[src/rtl/hbad_pkg.sv]
// Constants and types for the host bus address decoder
package hbad_pkg;

  // APB register byte offsets
  localparam logic [7:0] REG_CONFIG = 8'h00;
  localparam logic [7:0] REG_NODE   = 8'h04;
  localparam logic [7:0] REG_PTR    = 8'h08;
  localparam logic [7:0] REG_STATUS = 8'h0C;

  // Configuration register field positions
  localparam int unsigned CFG_IO_BIT    = 0;
  localparam int unsigned CFG_DEC_BIT   = 1;
  localparam int unsigned CFG_WIDE_BIT  = 2;
  localparam int unsigned CFG_MEMEN_BIT = 3;
  localparam int unsigned CFG_W         = 4;

  // Status register field positions
  localparam int unsigned STS_OPEN_BIT = 0;
  localparam int unsigned STS_IO_BIT   = 1;
  localparam int unsigned STS_RAM_BIT  = 2;
  localparam int unsigned STS_PROM_BIT = 3;

  // Reset values
  localparam logic [3:0]  CFG_RST  = 4'h0;
  localparam logic [7:0]  NODE_RST = 8'h00;
  localparam logic [10:0] PTR_RST  = 11'h000;

  // Strap decode: all straps low selects the factory default entry
  localparam logic [2:0] IO_STRAP_XOR  = 3'h4;
  localparam logic [2:0] MEM_STRAP_XOR = 3'h3;

  // I/O block bases, address bits 15..4
  localparam logic [11:0] IO_BASE_TBL [8] = '{
    12'h026, 12'h029, 12'h02E, 12'h02F, 12'h030, 12'h035, 12'h038, 12'h03E};

  // 16K memory segments, address bits 19..14
  localparam logic [5:0] SEG_TBL [8] = '{
    6'h30, 6'h31, 6'h33, 6'h34, 6'h35, 6'h36, 6'h37, 6'h38};

  // I/O offset of the sequential RAM data port
  localparam logic [3:0] IO_DATA_OFS = 4'hC;

  // Upper address nibble of the first megabyte
  localparam logic [3:0] LOW_MEG = 4'h0;

  // Pointer steps for byte and word transfers
  localparam logic [10:0] STEP_BYTE = 11'h001;
  localparam logic [10:0] STEP_WORD = 11'h002;

  // Host bus cycle states
  typedef enum logic [2:0] {
    HBAD_IDLE = 3'b001,
    HBAD_IO   = 3'b010,
    HBAD_MEM  = 3'b100
  } hbad_cyc_t;

endpackage

[src/rtl/hbad_decoder.sv]
// Host bus address decoder: I/O and memory selects with APB setup registers
//
// Overview of operation
// - Claim I/O only inside one 16-byte block
// - I/O straps give 12-bit base versus A15-A4
// - Eight I/O bases from 0x260 to 0x3E0
// - Default I/O straps answer at 0x300
// - RAM hidden until node ID loaded, enabled
// - Wide strap: reset into 16-bit, memory enabled
// - Config bit picks I/O-mapped or memory-mapped RAM
// - Decode bit: ROM size or wide range
// - Wide bus sees RAM as 1K words
// - Memory straps give 9-bit value versus A19-A11
// - A13 high selects PROM, low RAM
// - A12-A11 against two low straps place RAM
// - Thirty-two placements from segment C000 to E000
// - Default memory straps put RAM at D000
// - Memory selects only when A23-A20 are zero; I/O selects ignore them
// - First latch follows address while BALE high
// - Unconnected BALE: only second stage latches
// - I/O-mapped mode with decode bit set: PROM fills whole segment
//
// Register access over APB and the register offsets were decided locally.
`timescale 1ns/1ns
module hbad_decoder #(
  parameter int SYNC_STAGES = 2
) (
  // Clock and reset
  input  wire logic        CORE_CLK_IN,
  input  wire logic        RESET_N_IN,
  // Host expansion bus
  input  wire logic [23:0] HOST_ADDR_IN,
  input  wire logic        HOST_BALE_IN,
  input  wire logic        HOST_IOR_N_IN,
  input  wire logic        HOST_IOW_N_IN,
  input  wire logic        HOST_MEMR_N_IN,
  input  wire logic        HOST_MEMW_N_IN,
  // Jumper straps
  input  wire logic [2:0]  IO_BLOCK_SELECT_STRAPS_IN,
  input  wire logic [4:0]  MEM_SEGMENT_SELECT_STRAPS_IN,
  input  wire logic        MEM_ENABLE_WIDE_STRAP_IN,
  input  wire logic        BALE_CONNECT_STRAP_IN,
  // APB slave
  input  wire logic        PSEL_IN,
  input  wire logic        PENABLE_IN,
  input  wire logic        PWRITE_IN,
  input  wire logic [7:0]  PADDR_IN,
  input  wire logic [31:0] PWDATA_IN,
  output logic      [31:0] PRDATA_OUT,
  output logic             PREADY_OUT,
  output logic             PSLVERR_OUT,
  // Decoded selects
  output logic             IO_SEL_OUT,
  output logic             RAM_SEL_OUT,
  output logic             PROM_SEL_OUT,
  output logic             MEM_WIDE_OUT,
  output logic      [3:0]  IO_OFFSET_OUT,
  output logic      [10:0] RAM_ADDR_OUT
);

  localparam int SYN_W = 39;

  logic [SYN_W-1:0]  syn_raw;
  logic [SYN_W-1:0]  syn_s;
  logic [23:0]       addr_s;
  logic              bale_s;
  logic              ior_s;
  logic              iow_s;
  logic              memr_s;
  logic              memw_s;
  logic [2:0]        ios_s;
  logic [4:0]        ms_s;
  logic              wide_strap_s;
  logic              bale_conn_s;
  logic              io_strb;
  logic              mem_strb;
  logic [11:0]       io_base_v;
  logic [8:0]        mem_val_v;
  logic              ram_open;
  logic [23:0]       a1_q, a1_d;
  logic [23:0]       a2_q, a2_d;
  logic [23:0]       src;
  hbad_pkg::hbad_cyc_t state_q, state_d;
  logic              io_sel_q, io_sel_d;
  logic              ram_sel_q, ram_sel_d;
  logic              prom_sel_q, prom_sel_d;
  logic              wide_q, wide_d;
  logic [3:0]        ofs_q, ofs_d;
  logic [10:0]       ram_addr_q, ram_addr_d;
  logic              top_ok;
  logic              io_hit;
  logic              ram_mem_hit;
  logic              ram_io_hit;
  logic              prom_hit;
  logic [10:0]       ram_base;
  logic [3:0]        cfg_q, cfg_d;
  logic [7:0]        node_q, node_d;
  logic [10:0]       ptr_q, ptr_d;
  logic              init_q, init_d;
  logic              pready_q, pready_d;
  logic [31:0]       prdata_q, prdata_d;
  logic              pslverr_q, pslverr_d;
  logic              wr_acc;

  // I/O block base from the three straps
  function automatic logic [11:0] io_base_f(input logic [2:0] s);
    return hbad_pkg::IO_BASE_TBL[s ^ hbad_pkg::IO_STRAP_XOR];
  endfunction

  // Segment plus RAM slot from the five straps, matched against A19-A11
  function automatic logic [8:0] mem_val_f(input logic [4:0] s);
    return {hbad_pkg::SEG_TBL[s[4:2] ^ hbad_pkg::MEM_STRAP_XOR], 1'b0, s[1:0]};
  endfunction

  // Register offsets that answer on the bus
  function automatic logic reg_known_f(input logic [7:0] a);
    return (a == hbad_pkg::REG_CONFIG) || (a == hbad_pkg::REG_NODE) ||
           (a == hbad_pkg::REG_PTR) || (a == hbad_pkg::REG_STATUS);
  endfunction

  // Every bus pin and strap passes the synchroniser
  assign syn_raw = {HOST_ADDR_IN, HOST_BALE_IN, HOST_IOR_N_IN, HOST_IOW_N_IN,
                    HOST_MEMR_N_IN, HOST_MEMW_N_IN, IO_BLOCK_SELECT_STRAPS_IN,
                    MEM_SEGMENT_SELECT_STRAPS_IN, MEM_ENABLE_WIDE_STRAP_IN,
                    BALE_CONNECT_STRAP_IN};

  hbad_sync #(
    .WIDTH  (SYN_W),
    .STAGES (SYNC_STAGES)
  ) u_sync (
    .clk_in (CORE_CLK_IN),
    .d_in   (syn_raw),
    .q_out  (syn_s)
  );

  // Unpack synchronised pins; strobes become active high
  assign addr_s       = syn_s[38:15];
  assign bale_s       = syn_s[14];
  assign ior_s        = ~syn_s[13];
  assign iow_s        = ~syn_s[12];
  assign memr_s       = ~syn_s[11];
  assign memw_s       = ~syn_s[10];
  assign ios_s        = syn_s[9:7];
  assign ms_s         = syn_s[6:2];
  assign wide_strap_s = syn_s[1];
  assign bale_conn_s  = syn_s[0];
  assign io_strb      = ior_s | iow_s;
  assign mem_strb     = memr_s | memw_s;
  assign io_base_v    = io_base_f(ios_s);
  assign mem_val_v    = mem_val_f(ms_s);
  assign ram_open     = cfg_q[hbad_pkg::CFG_MEMEN_BIT] && (node_q != hbad_pkg::NODE_RST);
  assign wr_acc       = PSEL_IN & PENABLE_IN & pready_q & PWRITE_IN;

  // Address latches and cycle tracking
  always_comb begin
    a1_d = bale_s ? addr_s : a1_q;
    src  = bale_conn_s ? a1_q : addr_s;
    a2_d = (state_q == hbad_pkg::HBAD_IDLE) ? src : a2_q;
    case (state_q)
      hbad_pkg::HBAD_IDLE: begin
        if (io_strb) begin
          state_d = hbad_pkg::HBAD_IO;
        end else if (mem_strb) begin
          state_d = hbad_pkg::HBAD_MEM;
        end else begin
          state_d = hbad_pkg::HBAD_IDLE;
        end
      end
      hbad_pkg::HBAD_IO: begin
        state_d = io_strb ? hbad_pkg::HBAD_IO : hbad_pkg::HBAD_IDLE;
      end
      hbad_pkg::HBAD_MEM: begin
        state_d = mem_strb ? hbad_pkg::HBAD_MEM : hbad_pkg::HBAD_IDLE;
      end
      default: begin
        state_d = hbad_pkg::HBAD_IDLE;
      end
    endcase
  end

  // Hit decode on the held cycle address
  always_comb begin
    top_ok      = a2_d[23:20] == hbad_pkg::LOW_MEG;
    io_hit      = a2_d[15:4] == io_base_v;
    ram_mem_hit = !cfg_q[hbad_pkg::CFG_IO_BIT] && ram_open && top_ok &&
                  (a2_d[19:11] == mem_val_v);
    ram_io_hit  = cfg_q[hbad_pkg::CFG_IO_BIT] && ram_open && io_hit &&
                  (a2_d[3:0] == hbad_pkg::IO_DATA_OFS);
    prom_hit    = top_ok && (a2_d[19:14] == mem_val_v[8:3]) &&
                  (a2_d[13] || (cfg_q[hbad_pkg::CFG_IO_BIT] && cfg_q[hbad_pkg::CFG_DEC_BIT]));
    io_sel_d    = (state_d == hbad_pkg::HBAD_IO) && io_hit;
    ram_sel_d   = ((state_d == hbad_pkg::HBAD_MEM) && ram_mem_hit) ||
                  ((state_d == hbad_pkg::HBAD_IO) && ram_io_hit);
    prom_sel_d  = (state_d == hbad_pkg::HBAD_MEM) && prom_hit;
    // Wide indication over the RAM alone or its 128K range
    wide_d      = (state_d == hbad_pkg::HBAD_MEM) && cfg_q[hbad_pkg::CFG_WIDE_BIT] &&
                  !cfg_q[hbad_pkg::CFG_IO_BIT] && top_ok &&
                  (cfg_q[hbad_pkg::CFG_DEC_BIT] ? (a2_d[19:17] == mem_val_v[8:6]) : ram_mem_hit);
    ofs_d       = a2_d[3:0];
    ram_base    = cfg_q[hbad_pkg::CFG_IO_BIT] ? ptr_q : a2_d[10:0];
    ram_addr_d  = cfg_q[hbad_pkg::CFG_WIDE_BIT] ? {1'b0, ram_base[10:1]} : ram_base;
  end

  // Host-side registers
  always_ff @(posedge CORE_CLK_IN) begin
    if (!RESET_N_IN) begin
      state_q    <= hbad_pkg::HBAD_IDLE;
      a1_q       <= '0;
      a2_q       <= '0;
      io_sel_q   <= 1'b0;
      ram_sel_q  <= 1'b0;
      prom_sel_q <= 1'b0;
      wide_q     <= 1'b0;
      ofs_q      <= '0;
      ram_addr_q <= '0;
    end else begin
      state_q    <= state_d;
      a1_q       <= a1_d;
      a2_q       <= a2_d;
      io_sel_q   <= io_sel_d;
      ram_sel_q  <= ram_sel_d;
      prom_sel_q <= prom_sel_d;
      wide_q     <= wide_d;
      ofs_q      <= ofs_d;
      ram_addr_q <= ram_addr_d;
    end
  end

  // Setup registers, strap capture and sequential RAM pointer
  always_comb begin
    cfg_d  = cfg_q;
    node_d = node_q;
    ptr_d  = ptr_q;
    init_d = 1'b1;
    if ((state_q == hbad_pkg::HBAD_IO) && (state_d == hbad_pkg::HBAD_IDLE) && ram_sel_q) begin
      ptr_d = ptr_q + (cfg_q[hbad_pkg::CFG_WIDE_BIT] ? hbad_pkg::STEP_WORD : hbad_pkg::STEP_BYTE);
    end
    if (wr_acc) begin
      case (PADDR_IN)
        hbad_pkg::REG_CONFIG: cfg_d  = PWDATA_IN[3:0];
        hbad_pkg::REG_NODE:   node_d = PWDATA_IN[7:0];
        hbad_pkg::REG_PTR:    ptr_d  = PWDATA_IN[10:0];
        default:              cfg_d  = cfg_q;
      endcase
    end
    // First cycle after reset release catches the wide strap
    if (!init_q && wide_strap_s) begin
      cfg_d[hbad_pkg::CFG_WIDE_BIT]  = 1'b1;
      cfg_d[hbad_pkg::CFG_MEMEN_BIT] = 1'b1;
    end
  end

  always_ff @(posedge CORE_CLK_IN) begin
    if (!RESET_N_IN) begin
      cfg_q  <= hbad_pkg::CFG_RST;
      node_q <= hbad_pkg::NODE_RST;
      ptr_q  <= hbad_pkg::PTR_RST;
      init_q <= 1'b0;
    end else begin
      cfg_q  <= cfg_d;
      node_q <= node_d;
      ptr_q  <= ptr_d;
      init_q <= init_d;
    end
  end

  // APB answer: one wait state, read data and error with ready
  always_comb begin
    pready_d  = PSEL_IN & PENABLE_IN & ~pready_q;
    prdata_d  = '0;
    pslverr_d = 1'b0;
    if (pready_d) begin
      pslverr_d = ~reg_known_f(PADDR_IN);
      if (!PWRITE_IN) begin
        case (PADDR_IN)
          hbad_pkg::REG_CONFIG: prdata_d[3:0]  = cfg_q;
          hbad_pkg::REG_NODE:   prdata_d[7:0]  = node_q;
          hbad_pkg::REG_PTR:    prdata_d[10:0] = ptr_q;
          hbad_pkg::REG_STATUS: begin
            prdata_d[hbad_pkg::STS_OPEN_BIT] = ram_open;
            prdata_d[hbad_pkg::STS_IO_BIT]   = io_sel_q;
            prdata_d[hbad_pkg::STS_RAM_BIT]  = ram_sel_q;
            prdata_d[hbad_pkg::STS_PROM_BIT] = prom_sel_q;
          end
          default: prdata_d = '0;
        endcase
      end
    end
  end

  always_ff @(posedge CORE_CLK_IN) begin
    if (!RESET_N_IN) begin
      pready_q  <= 1'b0;
      prdata_q  <= '0;
      pslverr_q <= 1'b0;
    end else begin
      pready_q  <= pready_d;
      prdata_q  <= prdata_d;
      pslverr_q <= pslverr_d;
    end
  end

  // Outputs straight from flops
  assign PRDATA_OUT    = prdata_q;
  assign PREADY_OUT    = pready_q;
  assign PSLVERR_OUT   = pslverr_q;
  assign IO_SEL_OUT    = io_sel_q;
  assign RAM_SEL_OUT   = ram_sel_q;
  assign PROM_SEL_OUT  = prom_sel_q;
  assign MEM_WIDE_OUT  = wide_q;
  assign IO_OFFSET_OUT = ofs_q;
  assign RAM_ADDR_OUT  = ram_addr_q;
endmodule

[src/rtl/hbad_sync.sv]
// Multi-stage synchroniser for pins from outside the core clock
`timescale 1ns/1ns
module hbad_sync #(
  parameter int WIDTH  = 1,
  parameter int STAGES = 2
) (
  // Clock
  input  wire logic             clk_in,
  // Asynchronous input and synchronised output
  input  wire logic [WIDTH-1:0] d_in,
  output logic      [WIDTH-1:0] q_out
);

  logic [WIDTH-1:0] stage_q [STAGES];

  // Fewer than two stages would not settle metastability
  if (STAGES < 2) begin : g_bad_stages
    $error("hbad_sync needs at least two stages");
  end

  // Shift chain; only the next stage reads each flop
  always_ff @(posedge clk_in) begin
    stage_q[0] <= d_in;
    for (int i = 1; i < STAGES; i++) begin
      stage_q[i] <= stage_q[i-1];
    end
  end

  assign q_out = stage_q[STAGES-1];

endmodule

[config.mk]
export PLATFORM = sky130hd
export DESIGN_NAME = hbad_decoder
export DESIGN_NICKNAME = d
export VERILOG_FILES = /design/src/rtl/hbad_pkg.sv /design/src/rtl/hbad_decoder.sv /design/src/rtl/hbad_sync.sv
export SDC_FILE = /design/constraint.sdc
export NUM_CORES = 1
export LEC_CHECK = 0
export BUFFER_PORTS_ARGS = -buffer_cell sky130_fd_sc_hd__buf_2
export CAP_MARGIN = 10
export CORE_MARGIN = 3
export CORE_UTILIZATION = 30
export DETAILED_ROUTE_END_ITERATION = 7
export HOLD_SLACK_MARGIN = 0.08
export PLACE_DENSITY = 0.52
export SYNTH_ARGS = -nofsm -noshare
export SYNTH_HDL_FRONTEND = slang
export SYNTH_HIERARCHICAL = 1
export SYNTH_SLANG_ARGS = --single-unit
export TNS_END_PERCENT = 100
[constraint.sdc]
create_clock -name CORE_CLK_IN -period 7.2 [get_ports CORE_CLK_IN]
set_clock_uncertainty 0.1 [all_clocks]
set_input_delay 1.8 -clock CORE_CLK_IN [delete_from_list [all_inputs] [get_ports CORE_CLK_IN]]
set_output_delay 1.8 -clock CORE_CLK_IN [all_outputs]
set_load 0.1 [all_outputs]
==> metrics.md <==
| Metric | Value |
|---|---|
| Worst endpoint required time | 7.38 ns |
| Crit end category | register |
| Fillers | 2352 |
| EDFF count, synth | 0 |
| Rows | 55 |
| Clk_lat worst skew | 0.44 ns |
| Rel. slew slack | 0.4365 |
| FMAX | 265.6 MHz |
| Outcome | completed |
| Grt total ovfl | 0 |
| Hold-fix buffers, CTS | 0 |
| Min cycle time layout | 3.765 ns |
| Synth Cell Area | 6939 sq um |
| Fin cells | 990 |
| YS warnings | 6 |
| Initial Util | 0.3056 |
| Ys async rst share | 0 |
| Data arrival, critical path | 3.94 ns |
| Crit-path leading delay family | simple AND/OR/NAND/NOR gates |
| Clock root buffer | clkbuf_16 |
| Most common cell after layout, fill and taps aside | dfxtp_1 |
| DR vias | 4376 |
| DR vias/cell | 4.420 |
| Netlist cell types | 55 |
| Post-synthesis instance total | 652 |
| Hold Fails Final Rpt | 0 |
| Number of max-cap violations | 0 |
| Antenna-violating nets left | 0 |
| Placed insts | 959 |
| Detailed router's first-iteration violation count | 170 |
| Post-synthesis sequential area ratio | 0.5222 |
| Buffers & Inverters on Critical Path | 1 |
| Post-CTS setup buffers | 0 |
| Crit start category | input pin |
| Layout cells sized above 1 | 0.2184 |
| Worst setup path start | PADDR_IN[1] |
| Reg2Reg Setup Slack | 4.56 ns |
| Dpl ws | 3.016 ns |
| H-tree levels | 4 |
| CTS buffer count | 17 |
| Antenna cells | 0 |
| Reg2reg start | state_q[0] |
| LEAKAGE | 3.395 nW |
| RSZ-0062 raised after global routing | no |
| Clock Sinks | 181 |
| Storage element area | 3623 sq um |
| Cells on worst reg2reg path | 7 |
| Crit Path Category | in -> reg |
| Fin worst setup slack | 3.435 ns |
| Routed len/inst | 14.73 um |
| Cell chain of the critical path | buf_2 -> or4_4 -> nor3_4 -> nand4_1 -> nand2b_1 -> o21ai_0 -> a21oi_1 |
| Post-layout nets | 783 |
| Final-report max-slew violation count | 0 |
| Final period util | 0.5229 |
| CP Max Fanout | 22 |
| Largest net degree at the start of global routing | 70 |
| Gr usage total | 0.1186 |
| I/O pin count | 137 |
| HPWL after DPL | 10.25 mm |
| First-pass GRT wire length | 22.69 mm |
| End point of the critical path | ptr_q[9] |
| Clk slew on worst S/H paths | 0.07 ns |
| Yosys reg bits | 181 |
| Area of the multi-input gates | 2721 sq um |
| Crit path depth | 7 |
| Die Span Y | 158.1 um |
| Clock buffer depth | 2 |
| Initial DRT Pass Iterations | 4 |
| Pwr per Cell Area | 306.7 nW/um^2 |
| Most frequent cells in the layout | dfxtp_1 (181), buf_2 (94), mux2i_1 (67), nor2b_1 (46), nand2_1 (42) |
| Initial antenna violation count | 0 |
| Chip Width | 158.1 um |
| Setup tns final | 0 ns |
| Least-Margin Pin Slew | 0.8441 ns |
| Number of global-route vias before repair | 4125 |
| Main synth FF type | dfxtp_1 |
| Max VDD drop | 0.1299 mV |
| Final Setup Violations | 0 |
| Final hold slack | 0.2281 ns |
| Syn Area/Cell | 10.64 sq um |
| Area grow syn2layout | 12.39% |
| Post_cts resized | 0 |
| Crit path largest cell delay | 0.53 ns |
| CTS tree | done |
| Worst path slowest cell | or4_4 |
| Placer congestion estimate | 0.7734 |
| Total Wirelength | 14.58 mm |
| HP Class | reg -> reg |
| Core area | 22710 sq um |
| Drt drc | 0 |
| Reg2Reg Capture Point | RAM_SEL_OUT |
| Buffers on Ports | 94 |
| Die area | 24990 sq um |
[per-stage QoR]
step | total power, mW | cell area [sq um] | utilization
finish | 2.392 | 7799 | 0.3434
global route | 2.513 | 7799 | 0.3434
CTS | 2.432 | 7799 | 0.3434
detailed placement | 1.520 | 7228 | 0.3183
global placement | 1.517 | 7228 | 0.3183
floorplan | 1.466 | 7014 | -
[power by group]
group          total [mW]  switching [mW]  internal, mW  leakage, nW
logic               0.400           0.291         0.108         1.63
clock network       0.900           0.415         0.485        0.264
registers            1.09          0.0284          1.06         1.50
[cell type report]
cell class,count,share of cell area
clock buffers,17,0.05455
clock inverters,14,0.01861
inverters,7,0.003369
multi-input cells,388,0.3489
flip-flops and latches,181,0.4646
well taps,285,0.04572
repair buffers,98,0.06417
[cells in the mapped netlist (4+ instances only)]
| cell type | n | area, sq um |
|---|---|---|
| a22oi_1 | 4 | 30.03 |
| nand4_1 | 5 | 31.28 |
| a21boi_0 | 4 | 30.03 |
| o211a_1 | 9 | 90.09 |
| dfxtp_1 | 181 | 3623 |
| and3_1 | 6 | 37.54 |
| a21oi_1 | 19 | 95.09 |
| nor3b_1 | 4 | 30.03 |
| nand2b_1 | 4 | 25.02 |
| nand2_1 | 42 | 157.7 |
| xor2_1 | 9 | 78.83 |
| nor3_1 | 5 | 25.02 |
| nand3b_1 | 4 | 30.03 |
| clkbuf_1 | 22 | 82.58 |
| xnor2_1 | 8 | 70.07 |
| o21ai_0 | 20 | 100.1 |
| nor2_1 | 36 | 135.1 |
| and2_1 | 9 | 56.30 |
| nor2b_1 | 46 | 287.8 |
| ha_1 | 5 | 62.56 |
| nand3_1 | 4 | 20.02 |
| mux2_2 | 18 | 202.7 |
| nor4_1 | 7 | 43.79 |
| inv_1 | 6 | 22.52 |
| buf_4 | 67 | 503.0 |
| mux2i_1 | 67 | 670.6 |
[sequential cells by signal, summed over array words and instances (netlist names), 3 cells and up]
| name | flops |
|---|---|
| PRDATA_OUT | 11 |
| RAM_ADDR_OUT | 11 |
| node_q | 8 |
| cfg_q | 4 |
| a1_q | 24 |
| ptr_q | 11 |
| a2_q | 24 |
| u_sync/stage_q | 78 |
| state_q | 3 |
[routing by layer]
layer | GRT usage | vias up | wire length (um)
met2 | 0.1782 | 96 | 6630
li1 | - | 2218 | -
met4 | 0.04711 | 0 | 284
met1 | 0.1616 | 2045 | 6994
met5 | 0 | - | 0
met3 | 0.03308 | 17 | 671
[how the worst min path moves through the flow]
stage	depth (start not counted)	from	endpoint
floorplan	0	u_sync/stage_q[0][0]	u_sync/stage_q[0][39]
global placement	0	u_sync/stage_q[0][12]	u_sync/stage_q[0][51]
detailed placement	0	u_sync/stage_q[0][2]	u_sync/stage_q[0][41]
CTS	0	u_sync/stage_q[0][26]	u_sync/stage_q[0][65]
global route	0	u_sync/stage_q[0][27]	u_sync/stage_q[0][66]
finish	0	u_sync/stage_q[0][27]	u_sync/stage_q[0][66]
[worst register-to-register path: cells and delay by family (launching register included)]
kind	cells	cell delay, ns
AO/OA/AOI/OAI	3	0.63
multiplexers	1	0.61
flip-flops	1	0.45
buffers and inverters	1	0.43
AND/OR/NAND/NOR	2	0.32
[logic make-up after synthesis]
family	share of synthesized area
AO/OA/AOI/OAI	0.07050
XOR/XNOR	0.02146
buffers and inverters	0.09718
flip-flops	0.5222
multiplexers	0.1356
adder cells (fa/ha/maj)	0.01190
other	0.0005404
AND/OR/NAND/NOR	0.1406
Power figures use the tool's default switching activity.
